File: src/logic/lfs_pkg.sv
// Purpose: Constants and types shared by the LED fault supervisor.
// Assumes: Delay ramp modelled as a counter in units of one code per step.
// Notes: Ramp codes map voltages at 1 mV per code.
package lfs_pkg;
  localparam int CLK_MHZ = 125;
  localparam int BLANK_NS = 1600;
  localparam int BLANK_CYC = (BLANK_NS * CLK_MHZ + 999) / 1000;
  localparam int RAMP_W = 12;
  localparam logic [11:0] RAMP_CEIL = 12'he10;
  localparam logic [11:0] RAMP_TRIP = 12'haf0;
  localparam logic [11:0] RAMP_RESTART = 12'h15e;
  localparam logic [11:0] RAMP_RESET = 12'h000;
  localparam int CHG_DIV = 4;
  localparam int DIS_DIV = 127;
  localparam logic [7:0] CHG_DIV_M1 = 8'h03;
  localparam logic [7:0] DIS_DIV_M1 = 8'h7e;
  localparam logic [7:0] BLANK_M1 = 8'hc7;
  typedef enum logic [2:0] {
    LFS_STANDBY, LFS_SOFTSTART, LFS_RUN, LFS_SHUT_HOLD, LFS_SHUT_DISCH
  } lfs_state_t;
  typedef enum logic [1:0] {LFS_RAMP_IDLE, LFS_RAMP_UP, LFS_RAMP_DOWN} lfs_ramp_t;
endpackage

File: src/logic/lfs_ramp_if.sv
// Purpose: Carries ramp direction and level between controller and counter.
// Assumes: Single clock domain.
// Notes: Controller drives direction and clear; counter returns level.
`timescale 1ns/1ps
`default_nettype none
interface lfs_ramp_if;
  import lfs_pkg::*;
  lfs_ramp_t dir;
  logic clear;
  logic [11:0] level;
  modport ctrl (output dir, output clear, input level);
  modport ramp (input dir, input clear, output level);
endinterface
`default_nettype wire

File: src/logic/lfs_supervisor.sv
// Purpose: Fault supervisor for a three-string LED driver with boost stage.
// Assumes: All comparator flags are synchronous to clk.
`timescale 1ns/1ps
`default_nettype none
module lfs_supervisor (
  input wire logic clk,
  input wire logic sys_rst,
  input wire logic enable,
  input wire logic supply_lockout,
  input wire logic die_overtemp_shutdown,
  input wire logic thermistor_input,
  input wire logic dim_on,
  input wire logic sense_above_3v1,
  input wire logic sense_above_6v0,
  input wire logic output_overvoltage_trip,
  input wire logic output_undervoltage_trip,
  input wire logic cathode_feedback_low,
  input wire logic current_limit_max,
  input wire logic delay_capacitor_grounded,
  input wire logic string_off_grounded,
  input wire logic string_off_for_channels,
  input wire logic softstart_done,
  output logic shutdown,
  output logic standby,
  output logic softstart_req,
  output logic strings_enable,
  output logic string_off_signal,
  output logic fault_type1,
  output logic fault_type2,
  output logic fault_type3,
  output logic auto_restart,
  output logic [11:0] delay_level
);
  import lfs_pkg::*;
  lfs_state_t state;
  lfs_state_t next_state;
  lfs_ramp_if rif ();
  logic blank_ok;
  logic sense_ok;
  logic cathode_latched;
  logic f1;
  logic f2_on_time;
  logic f2_always;
  logic f2;
  logic f3;
  logic ov_shut;
  logic sampled;
  lfs_ramp_t next_dir;
  logic running;

  lfs_ramp u_ramp (
    .clk(clk),
    .sys_rst(sys_rst),
    .rif(rif)
  );

  lfs_blank u_blank (
    .clk(clk),
    .sys_rst(sys_rst),
    .strings_on(strings_enable),
    .ok(blank_ok)
  );

  assign running = (state == LFS_RUN);
  assign sense_ok = running && dim_on && blank_ok;
  assign f1 = sense_ok && sense_above_3v1 && !sense_above_6v0;
  assign f2_on_time = sense_ok && (sense_above_6v0 || current_limit_max);
  assign f2_always = running && (output_overvoltage_trip ||
                                 output_undervoltage_trip);
  assign f2 = f2_on_time || f2_always || cathode_latched;
  assign f3 = !enable || supply_lockout || die_overtemp_shutdown ||
              thermistor_input;

  // The cathode check is made on the last soft-start cycle, while done still stands.
  always_ff @(posedge clk) begin
    if (sys_rst || !(state == LFS_SOFTSTART || state == LFS_RUN)) begin
      cathode_latched <= 1'b0;
    end else if (state == LFS_SOFTSTART && softstart_done && cathode_feedback_low) begin
      cathode_latched <= 1'b1;
    end
  end

  always_ff @(posedge clk) begin
    if (sys_rst) begin
      auto_restart <= 1'b0;
      sampled <= 1'b0;
    end else if (state == LFS_STANDBY) begin
      sampled <= 1'b0;
    end else if (state == LFS_SOFTSTART && !sampled) begin
      sampled <= 1'b1;
      auto_restart <= string_off_grounded && !string_off_for_channels;
    end
  end

  always_ff @(posedge clk) begin
    if (sys_rst) begin
      ov_shut <= 1'b0;
    end else if (state == LFS_RUN && next_state == LFS_SHUT_HOLD) begin
      ov_shut <= output_overvoltage_trip;
    end else if (!output_overvoltage_trip) begin
      ov_shut <= 1'b0;
    end
  end

  always_comb begin
    next_state = state;
    if (f3) begin
      next_state = LFS_STANDBY;
    end else begin
      case (state)
        LFS_STANDBY: next_state = LFS_SOFTSTART;
        LFS_SOFTSTART: begin
          if (softstart_done) begin
            next_state = LFS_RUN;
          end
        end
        LFS_RUN: begin
          if (f2 && !delay_capacitor_grounded && rif.level >= RAMP_TRIP) begin
            next_state = LFS_SHUT_HOLD;
          end
        end
        LFS_SHUT_HOLD: begin
          if (auto_restart && !ov_shut) begin
            next_state = LFS_SHUT_DISCH;
          end
        end
        LFS_SHUT_DISCH: begin
          if (rif.level <= RAMP_RESTART) begin
            next_state = LFS_SOFTSTART;
          end
        end
        default: next_state = LFS_STANDBY;
      endcase
    end
  end

  always_comb begin
    next_dir = LFS_RAMP_IDLE;
    case (state)
      LFS_RUN: begin
        if (f1 || f2) begin
          next_dir = LFS_RAMP_UP;
        end else if (dim_on || !(sense_above_3v1 || sense_above_6v0)) begin
          next_dir = LFS_RAMP_DOWN;
        end
      end
      LFS_SHUT_HOLD: next_dir = auto_restart ? LFS_RAMP_IDLE : LFS_RAMP_UP;
      LFS_SHUT_DISCH: next_dir = LFS_RAMP_DOWN;
      default: next_dir = LFS_RAMP_IDLE;
    endcase
    if (delay_capacitor_grounded) begin
      next_dir = LFS_RAMP_IDLE;
    end
  end

  assign rif.dir = next_dir;
  assign rif.clear = (state == LFS_STANDBY) || delay_capacitor_grounded;

  always_ff @(posedge clk) begin
    if (sys_rst) begin
      state <= LFS_STANDBY;
    end else begin
      state <= next_state;
    end
  end

  always_ff @(posedge clk) begin
    if (sys_rst) begin
      shutdown <= 1'b0;
      standby <= 1'b1;
      softstart_req <= 1'b0;
      strings_enable <= 1'b0;
      string_off_signal <= 1'b1;
      fault_type1 <= 1'b0;
      fault_type2 <= 1'b0;
      fault_type3 <= 1'b0;
      delay_level <= 12'h000;
    end else begin
      shutdown <= (next_state == LFS_SHUT_HOLD) || (next_state == LFS_SHUT_DISCH);
      standby <= (next_state == LFS_STANDBY);
      softstart_req <= (next_state == LFS_SOFTSTART);
      strings_enable <= (next_state == LFS_RUN) && dim_on;
      string_off_signal <= !((next_state == LFS_RUN) && dim_on);
      fault_type1 <= f1;
      fault_type2 <= f2;
      fault_type3 <= f3;
      delay_level <= rif.level;
    end
  end
endmodule
`default_nettype wire

File: src/logic/lfs_ramp.sv
// Purpose: Delay capacitor ramp as an up/down counter with rate dividers.
// Assumes: Charge and discharge rates set by package dividers.
// Notes: Level saturates at the ceiling and at zero.
`timescale 1ns/1ps
`default_nettype none
module lfs_ramp (
  input wire logic clk,
  input wire logic sys_rst,
  lfs_ramp_if.ramp rif
);
  import lfs_pkg::*;
  logic [7:0] pre;
  logic [11:0] level;
  assign rif.level = level;
  always_ff @(posedge clk) begin
    if (sys_rst || rif.clear || rif.dir == LFS_RAMP_IDLE) begin
      pre <= 8'h00;
    end else if ((rif.dir == LFS_RAMP_UP && pre == CHG_DIV_M1) ||
                 (rif.dir == LFS_RAMP_DOWN && pre == DIS_DIV_M1)) begin
      pre <= 8'h00;
    end else begin
      pre <= pre + 8'h01;
    end
  end
  always_ff @(posedge clk) begin
    if (sys_rst || rif.clear) begin
      level <= RAMP_RESET;
    end else if (rif.dir == LFS_RAMP_UP && pre == CHG_DIV_M1 && level < RAMP_CEIL) begin
      level <= level + 12'h001;
    end else if (rif.dir == LFS_RAMP_DOWN && pre == DIS_DIV_M1 && level != 12'h000) begin
      level <= level - 12'h001;
    end
  end
endmodule
`default_nettype wire

File: src/logic/lfs_blank.sv
// Purpose: Blanking timer after each string turn-on.
// Assumes: strings_on is a synchronous level.
// Notes: ok rises once the blanking count has elapsed.
`timescale 1ns/1ps
`default_nettype none
module lfs_blank (
  input wire logic clk,
  input wire logic sys_rst,
  input wire logic strings_on,
  output logic ok
);
  import lfs_pkg::*;
  logic [7:0] cnt;
  always_ff @(posedge clk) begin
    if (sys_rst || !strings_on) begin
      cnt <= 8'h00;
      ok <= 1'b0;
    end else if (cnt == BLANK_M1) begin
      ok <= 1'b1;
    end else begin
      cnt <= cnt + 8'h01;
    end
  end
endmodule
`default_nettype wire

File: config.mk
export PLATFORM = sky130hd
export DESIGN_NAME = lfs_supervisor
export DESIGN_NICKNAME = d
export VERILOG_FILES = /design/src/logic/lfs_pkg.sv /design/src/logic/lfs_ramp_if.sv /design/src/logic/lfs_supervisor.sv /design/src/logic/lfs_ramp.sv /design/src/logic/lfs_blank.sv
export SDC_FILE = /design/constraint.sdc
export NUM_CORES = 1
export LEC_CHECK = 0
export BUFFER_PORTS_ARGS = -buffer_cell sky130_fd_sc_hd__buf_2
export CAP_MARGIN = 20
export CORE_ASPECT_RATIO = 1.1
export CORE_UTILIZATION = 55
export CTS_CLUSTER_SIZE = 10
export DETAILED_ROUTE_END_ITERATION = 6
export PLACE_DENSITY = 0.89
export RECOVER_POWER = 25
export SYNTH_ARGS = -nofsm -noshare
export SYNTH_HDL_FRONTEND = slang
export SYNTH_HIERARCHICAL = 1
export SYNTH_SLANG_ARGS = --single-unit
File: constraint.sdc
create_clock -name clk -period 10.6 [get_ports clk]
set_clock_uncertainty 0.2 [all_clocks]
set_input_delay 0.53 -clock clk [delete_from_list [all_inputs] [get_ports clk]]
set_output_delay 0.53 -clock clk [all_outputs]
set_load 0.02 [all_outputs]
== Word level (Yosys, flattened, before mapping) ==
Index checks and enable logic that the tools add are counted.
Cells by class
  add/sub/neg operators: 4
  $mul: 0
  divide/modulo/power cells: 0
  order comparisons: 3
  equal/unequal tests: 14
  shifts and indexed selects: 0
  multiplexer cells: 15
  bitwise gates (word level): 1
  reductions and logical operators: 55
Operator list (count)
  $mux W12: 2
  $logic_and A1 B1 Y1: 19
  $logic_or A1 B1 Y1: 18
  $add A8 B1 Y8 const B: 2
  $mux W3: 5
  $pmux W3 S5: 1
  $add A12 B1 Y12 const B: 1
  $eq A3 B2 Y1 const B: 4
  $ge A12 B12 Y1 const B: 1
  $le A12 B9 Y1 const B: 1
  $lt A12 B12 Y1 const B: 1
  $reduce_bool A12 Y1: 1
  $sub A12 B1 Y12 const B: 1
  $logic_not A1 Y1: 10
  $eq A8 B2 Y1 const B: 1
  $eq A8 B7 Y1 const B: 1
  $eq A8 B8 Y1 const B: 1
  $eq A3 B1 Y1 const B: 2
  $eq A3 B3 Y1 const B: 2
  $logic_not A3 Y1: 2
  $mux W2: 3
  $pmux W2 S3: 1
  $reduce_or A2 Y1: 2
  $mux W1: 3
  other kinds (7): 7
Word-level totals
  register bits after elaboration: 56
  latch bits: 0
  bits in writable memories: 0
  bits in read-only memories: 0
  input port bits: 17
  output and inout port bits: 21
  logic and storage cells: 110
  memories kept: 0

== Longest topological paths before layout ==
Gate-level depths: netlist (run 1).
  depth in word-level cells: 15
  gate-level depth with buffers: 15
  mapped depth without buffers: 15

== Modules after synthesis ==
The synthesis (run 1) kept the hierarchy.
Modules (own cells, without submodules)
  lfs_ramp: instances 1, cells each 148, area an instance 1298.7 µm², sequential area each 400.4 µm²
  lfs_supervisor: instances 1, cells each 114, area an instance 1069.8 µm², sequential area each 540.5 µm²
  lfs_blank: instances 1, cells each 44, area an instance 412.9 µm², sequential area each 180.2 µm²

== Worst setup path before layout (run 1) ==
No wires, ideal clock.
  kind: reg2reg
  start point: reg state[0]
  end point: reg u_ramp.level[11] (netlist: u_ramp/rif.level[11])
  setup time: 119 ps
  arrival: 3500 ps
  data required time: 10281 ps
  setup slack: 6781 ps
  cell stages (with the launch flop): 16
  cell sequence: dfxtp_1 -> clkbuf_1 -> or3b_1 -> or4_1 -> a21oi_1 -> nor4b_1 -> nand4b_1 -> o21bai_2 -> ha_1 -> a211oi_1 -> nor3_1 -> and2_1 -> o31ai_1 -> nor3b_1 -> o21a_1 -> nor3_1
On the way
  word-level cells in the longest chain between the ends: 14
  elaborated cells on any way between the ends: 26
  those cells by class: eq/ne (5); mux (4); reduce/logical (17)
RTL lines
  from (decl): RTL line lfs_supervisor.sv:35  | lfs_state_t state;
  from (signal assigned): RTL line lfs_supervisor.sv:163  | state <= next_state;
  $eq A3 B2 Y1: RTL line lfs_supervisor.sv:64, lfs_supervisor.sv:139
  $logic_and A1 B1 Y1 (2 in series): RTL line lfs_supervisor.sv:65  | assign sense_ok = running && dim_on && blank_ok;
  $logic_and A1 B1 Y1: RTL line lfs_supervisor.sv:67  | assign f2_on_time = sense_ok && (sense_above_6v0 || current_limit_max);
  $logic_or A1 B1 Y1 (2 in series): RTL line lfs_supervisor.sv:70  | assign f2 = f2_on_time || f2_always || cathode_latched;
  $logic_or A1 B1 Y1: RTL line lfs_supervisor.sv:141  | if (f1 || f2) begin
  $mux W2: RTL line lfs_supervisor.sv:141
  $pmux W2 S3 *: RTL line lfs_supervisor.sv:139  | case (state)
  $mux W2 *: RTL line lfs_supervisor.sv:151  | if (delay_capacitor_grounded) begin
  net next_dir[1]: RTL line lfs_supervisor.sv:48  | lfs_ramp_t next_dir;
  $eq A2 B1 Y1 or $eq A2 B2 Y1 (tied branches): RTL line lfs_ramp.sv:28, lfs_ramp.sv:30
  $logic_and A1 B1 Y1 (on tied branches) (2 in series): RTL line lfs_ramp.sv:28, lfs_ramp.sv:30
  $mux W12 or $reduce_bool A2 Y1 (tied branches)
  to (signal assigned): RTL line lfs_ramp.sv:29  | level <= level + 12'h001;
  to (signal assigned): RTL line lfs_ramp.sv:31  | level <= level - 12'h001;
  to (decl): RTL line lfs_ramp.sv:13  | logic [11:0] level;
Mark *: on every way through the listed nets, which the timed path passes. The rest lies on a longest branch.
A chain may end at the register's enable or synchronous reset.

== Worst setup path in the final report (run 1) ==
  start point: reg state[1]
  end point: reg u_ramp.level[11] (netlist: u_ramp/rif.level[11])
Same word-level chain as after synthesis.

==> impl_metrics.py, run 1 <==
metrics = {
    "status": {
        "status": "finished clean",
    },
    "logic_synthesis": {
        "synth-edff-count": 0,
        "synth-compound-area-share_pct": 13.9,
        "synth_common_cells": "56 x dfxtp_1, 31 x nor2_1, 20 x nand2_1",
        "synth_top_area_share_pct": 40.3,
        "synth_fa_ha_area_share_pct": 6.57,
        "synth_area_leaders": "dfxtp_1 40%, ha_1 5.8%, nor2_1 4.2%, xor2_1 3.8%, mux2i_1 3.6%",
        "synth_top_family_by_area": "simple AND/OR/NAND/NOR gates",
        "synth-simple-area-share_pct": 28.0,
        "syn_nets": 337,
        "synthesis.area_um2": 2780,
        "async_flop_share_pct": 0,
        "synth_area_per_cell_um2": 9.09,
        "muxShareOfSynthArea_pct": 3.60,
        "ys.warnings.count": 6,
        "synth_most_common_cell": "dfxtp_1",
        "synth_ff_type": "dfxtp_1",
        "yosysSeqAreaShare_pct": 40.3,
        "synth_top_area_cell": "dfxtp_1",
        "synth_seq_cells": 56,
        "ys_types": 59,
        "synth_cells": 306,
        "synth_xor_area_share_pct": 5.67,
    },
    "drt": {
        "wl_um": 5730,
        "vias_per_cell": 5.83,
        "dr.pass1.iters": 4,
        "wl_per_cell_um": 14.3,
        "drt_iter0_markers": 107,
        "ant_nets": 0,
        "drc": 0,
        "vias": 2328,
    },
    "finish": {
        "area_delta_synth_final_pct": 12.5,
        "filler_cell_count": 364,
        "drive_gt1_share_pct": 17.5,
        "multiInputGateArea_um2": 1610,
        "antenna_cells": 0,
        "fin_nets": 373,
        "seqCellArea_um2": 1120,
        "stdcell_count": 399,
    },
    "global_routing": {
        "antenna_found_initial": 0,
        "globalRouteOverflowTotal": 0,
        "grt_pass1_wl_um": 9400,
        "first_global_vias": 2146,
        "globalRouteTotalUtil_pct": 21.3,
        "grt_max_degree": 24,
    },
    "power": {
        "p_leak_nw": 1.25,
        "power_density_nw_per_um2": 122,
        "vdd_drop_max_uv": 61.2,
    },
    "sta": {
        "rsz0062_at_grt": "no",
        "min_period_ps": 4430,
        "fmax_ghz": 0.226,
        "setup_viol": 0,
        "worst_pin_slew_ps": 1030,
        "finalSetupTns_ps": 0,
        "slew_headroom_pct": 31.4,
        "hold_viol_final": 0,
        "final_max_slew_viol_count": 0,
        "finalCritPeriodShare_pct": 41.8,
    },
    "run": {
        "maxCapViolCount": 0,
    },
    "clocking": {
        "clk_pin_slew_ps": 100,
        "cts_tree": "done",
        "cts-resized-gates": 0,
        "ctsRootBufferMaster": "clkbuf_8",
        "postCtsSetupBuffers": 0,
        "h-tree-depth": 2,
        "numCtsBuffers": 5,
        "cts_sinks": 56,
        "insertion_delay_ps": 310,
        "cts_max_path_buffers": 2,
        "cts_hold_buffers": 0,
    },
    "placed_design": {
        "dpl.cell_count": 391,
        "gp_congestion": 0.836,
        "io_buffers": 37,
        "hpwlAfterDp_um": 4090,
    },
    "worst_hold_path": {
        "min_path_type": "primary input to register",
        "hp-start": "dim_on",
    },
    "die": {
        "coreArea_um2": 4750,
        "die_w_um": 69.8,
        "start_util_pct": 58.6,
        "ios": 38,
        "die_h_um": 76.6,
        "rows": 26,
        "die-area_um2": 5350,
    },
    "setup_path": {
        "crit_start": "state[1]$_SDFF_PP0_",
        "critical_path_class": "register to register",
        "required_ps": 10630,
        "cp-start-kind": "register",
        "cp.arrival_ps": 4470,
        "crit_path_max_fanout": 13,
        "r2r_start": "state[1]$_SDFF_PP0_",
        "setup.worst_path.end_class": "register",
    },
}
[final timing paths]
kind / slack, ps / cells past startpoint / endpoint
max reg2reg: 6170 / 14 / u_ramp/rif.level[11]$_SDFFE_PP0P_
min: 250 / 2 / string_off_signal$_SDFF_PP1_
max: 6170 / 14 / u_ramp/rif.level[11]$_SDFFE_PP0P_
min reg2reg: 280 / 1 / u_ramp/pre[0]$_SDFF_PP0_
[flip-flops by register name, indices dropped and copies added (netlist names)]
register / count
cathode_latched: 1
shutdown: 1
string_off_signal: 1
auto_restart: 1
u_ramp/rif.level: 12
u_blank/ok: 1
sampled: 1
delay_level: 12
state: 3
strings_enable: 1
softstart_req: 1
u_ramp/pre: 8
fault_type2: 1
u_blank/cnt: 8
standby: 1
fault_type1: 1
fault_type3: 1
ov_shut: 1
[logic make-up (layout without fill, tap and decap cells)]
group	Yosys count	in the layout
mux	10	10
compound gates	58	58
fa+ha+maj	14	14
xor+xnor	18	18
buf+inv	12	49
simple gates	138	138
flops	56	56
[area by class of cell]
class                           count  share of cell area, %
Sequential cell                    56                   35.8
Inverter                            4                  0.520
Multi-Input combinational cell    238                   51.3
Clock buffer                        5                   2.20
Timing Repair Buffer               37                   5.72
Tap cell                           56                   2.24
Clock inverter                      3                   2.20
[worst max-delay path: stages (launching register included)]
cell	delay, ps
dfxtp_1	520
nor3b_1	380
a21oi_1	150
a221oi_1	420
nor4b_1	310
nand4b_1	160
o21bai_2	370
ha_1	380
a211oi_1	330
nor3_1	100
and2_1	150
o31ai_1	330
nor3b_1	310
nor3_1	80
nor3_1	170
[layout by cell type (no fill, tap or decap), types with 8 or more instances in the layout]
cell,count
nor2_1,31
nor3_1,12
a21oi_1,18
xor2_1,12
nor2b_1,14
o21ai_0,11
buf_2,32
mux2i_1,10
dfxtp_1,56
nand2_1,20
ha_1,13
nand2b_1,8
nand3_1,12
[power by group]
group	switching, W	leakage (nW)	internal (W)
clock network	0.0000690	0.0687	0.0000951
logic	0.00000437	0.730	0.00000344
registers	0.000000355	0.451	0.000211
total	0.0000737	1.25	0.000309
[through the flow]
| stage | hold WS (ps) | util, % | area [um2] | worst slack [ps] | total power, W |
|---|---|---|---|---|---|
| global placement | 242 | 63.1 | 3000 | 6560 | 0.000224 |
| global route | 249 | 65.9 | 3130 | 5870 | 0.000393 |
| CTS | 240 | 66.0 | 3140 | 6280 | 0.000385 |
| detailed placement | 254 | 63.1 | 3000 | 6380 | 0.000224 |
| floorplan | 230 | - | 2780 | 6780 | 0.000219 |
| finish | 247 | 65.9 | 3130 | 6170 | 0.000383 |
[routing by layer]
metal  wire [um]  part of all wire [%]  up-vias  global-route usage [%]
li1            -                     -     1162                       -
met4         153                   2.7        0                    10.0
met2        2740                    48       68                    35.5
met3         265                   4.6       19                    4.10
met5           0                     0        -                       0
met1        2560                    45     1079                    26.4
(Power assumes the default switching activity.)
==> inputs of run 2 (changes only) <==
clock period = 4.1 ns   (was 10.6 ns; I/O delays follow)
==> run 2 against run 1 <==
Effect of this change: sequential cell count is the same; worst hold slack lost 190 ps; sequential share of layout area shrank 0.72 points; die area is the same; final cell count grew 2.0%; critical path type unchanged; via count grew 4.2%.
==> impl_metrics.py, run 2 (same netlist as run 1, synthesis figures left out) <==
metrics = {
    "sta": {
        "setup_viol": 0,
        "finalCritPeriodShare_pct": 94.1,
        "slew_headroom_pct": 70.8,
        "hold_viol_final": 0,
        "worst_pin_slew_ps": 437,
        "fmax_ghz": 0.259,
        "rsz0062_at_grt": "no",
        "finalSetupTns_ps": 0,
        "final_max_slew_viol_count": 0,
        "min_period_ps": 3860,
    },
    "setup_path": {
        "critical-path-max-stage-delay_ps": 540,
        "path_cells": "or3b_1, or4_1, a21oi_2, nor4b_2, nand4b_1, o21bai_4, buf_4, ha_1, nand2_1, nor2_1, and2_1, o31ai_1, nor3b_2, nor3_1, nor3_1",
        "cp.arrival_ps": 3910,
        "r2r_start": "state[1]$_SDFF_PP0_",
        "required_ps": 4150,
        "timing.rr.end": "u_ramp/rif.level[11]$_SDFFE_PP0P_",
        "worst_path_most_repeated_cell": "nor3_1",
        "setup.worst_path.end_class": "register",
        "crit_family": "simple AND/OR/NAND/NOR gates",
        "critical_path_class": "register to register",
        "crit_path_max_fanout": 11,
        "r2r_cells": 15,
        "cp-start-kind": "register",
        "cp_num_buf_inv": 1,
        "slowest_stage": "or4_1",
        "r2r_setup_slack_ps": 240,
    },
    "clocking": {
        "clk_pin_slew_ps": 100,
        "h-tree-depth": 2,
        "cts_max_path_buffers": 2,
        "insertion_delay_ps": 310,
        "cts_sinks": 56,
        "numCtsBuffers": 5,
        "ctsRootBufferMaster": "clkbuf_8",
        "cts_tree": "done",
        "postCtsSetupBuffers": 0,
    },
    "drt": {
        "dr.pass1.iters": 5,
        "wl_per_cell_um": 14.9,
        "vias": 2425,
        "drc": 0,
        "vias_per_cell": 5.96,
        "ant_nets": 0,
        "wl_um": 6070,
        "drt_iter0_markers": 141,
    },
    "finish": {
        "area_delta_synth_final_pct": 15.1,
        "reg_top3": "delay_level: 12 flops, u_ramp/rif.level: 12 flops",
        "stdcell_count": 407,
        "drive_gt1_share_pct": 20.2,
        "filler_cell_count": 358,
        "layout_commonest_cell": "dfxtp_1",
        "antenna_cells": 0,
        "fin_nets": 382,
        "seqCellArea_um2": 1120,
        "mostFrequentLayoutCells": "54 x dfxtp_1, 32 x buf_2, 31 x nor2_1",
        "multiInputGateArea_um2": 1650,
    },
    "power": {
        "vdd_drop_max_uv": 170,
        "power_density_nw_per_um2": 269,
        "p_leak_nw": 1.27,
    },
    "die": {
        "die_h_um": 76.6,
        "start_util_pct": 58.6,
        "coreArea_um2": 4750,
        "rows": 26,
        "ios": 38,
        "die-area_um2": 5350,
        "die_w_um": 69.8,
    },
    "worst_hold_path": {
        "min_path_type": "primary input to register",
        "hp-start": "softstart_done",
        "hold_end": "softstart_req$_SDFF_PP0_",
        "hold_path_depth": 4,
    },
    "placed_design": {
        "dpl.cell_count": 394,
        "hpwlAfterDp_um": 4250,
        "gp_congestion": 0.936,
        "io_buffers": 37,
    },
    "global_routing": {
        "globalRouteTotalUtil_pct": 23.1,
        "grt_pass1_wl_um": 10000,
        "globalRouteOverflowTotal": 0,
        "antenna_found_initial": 0,
        "first_global_vias": 2279,
        "grt_max_degree": 24,
    },
    "status": {
        "status": "finished clean",
    },
    "run": {
        "maxCapViolCount": 0,
    },
}
-- run 2: worst max-delay path by stage --
stage                                                   end           startpoint  slack [ps]  cells past startpoint
after floorplan           u_ramp/rif.level[11]$_SDFFE_PP0P_  state[0]$_SDFF_PP0_         280                     15
after detailed placement  u_ramp/rif.level[11]$_SDFFE_PP0P_  state[1]$_SDFF_PP0_          40                     14
after CTS                 u_ramp/rif.level[11]$_SDFFE_PP0P_  state[0]$_SDFF_PP0_          60                     14
after global routing      u_ramp/rif.level[11]$_SDFFE_PP0P_  state[1]$_SDFF_PP0_           2                     15
after global placement    u_ramp/rif.level[11]$_SDFFE_PP0P_  state[1]$_SDFF_PP0_         150                     14
final                     u_ramp/rif.level[11]$_SDFFE_PP0P_  state[1]$_SDFF_PP0_         240                     15
-- run 2: final cells by class --
type,instances,area share [%]
Clock buffer,5,2.15
Sequential cell,56,35.1
Tap cell,56,2.19
Multi-Input combinational cell,238,51.5
Inverter,4,0.508
Clock inverter,2,0.391
Timing Repair Buffer,46,8.17
-- run 2: where the power goes --
| group | internal, W | switching (W) |
|---|---|---|
| clock | 0.000116 | 0.000173 |
| combinational | 0.0000122 | 0.0000133 |
| sequential | 0.000545 | 0.000000949 |
-- run 2: repair_timing --
action                                 CTS  global route
hold buffers                             6             0
cloned                                   0             0
setup endpoints to repair                1             7
gates resized for setup                  1             9
endpoints found under the hold margin    5             0
-- run 2: layer usage --
| layer | up-vias | global-route usage [%] | wire (um) |
|---|---|---|---|
| met5 | - | 0 | 0 |
| met3 | 13 | 4.50 | 366 |
| met4 | 0 | 11.0 | 107 |
| met1 | 1145 | 27.6 | 2550 |
| met2 | 88 | 39.3 | 3040 |
| li1 | 1179 | - | - |
-- run 2: tightest hold or removal path, delay by kind of cell --
kind | cells | cell delay (ps)
simple gates | 1 | 80
buf+inv | 1 | 100
compound gates | 2 | 150
-- run 2: metrics by stage --
step                cell area [um2]  hold WS (ps)  util [%]  power [W]  worst slack [ps]
detailed placement             3020           243      63.6   0.000579              35.3
global placement               3020           237      63.6   0.000579               151
global route                   3200          78.9      67.4   0.000890              2.48
floorplan                      2780          78.9         -   0.000567               281
finish                         3200          58.2      67.4   0.000860               242
CTS                            3160          63.0      66.6   0.000863              60.4
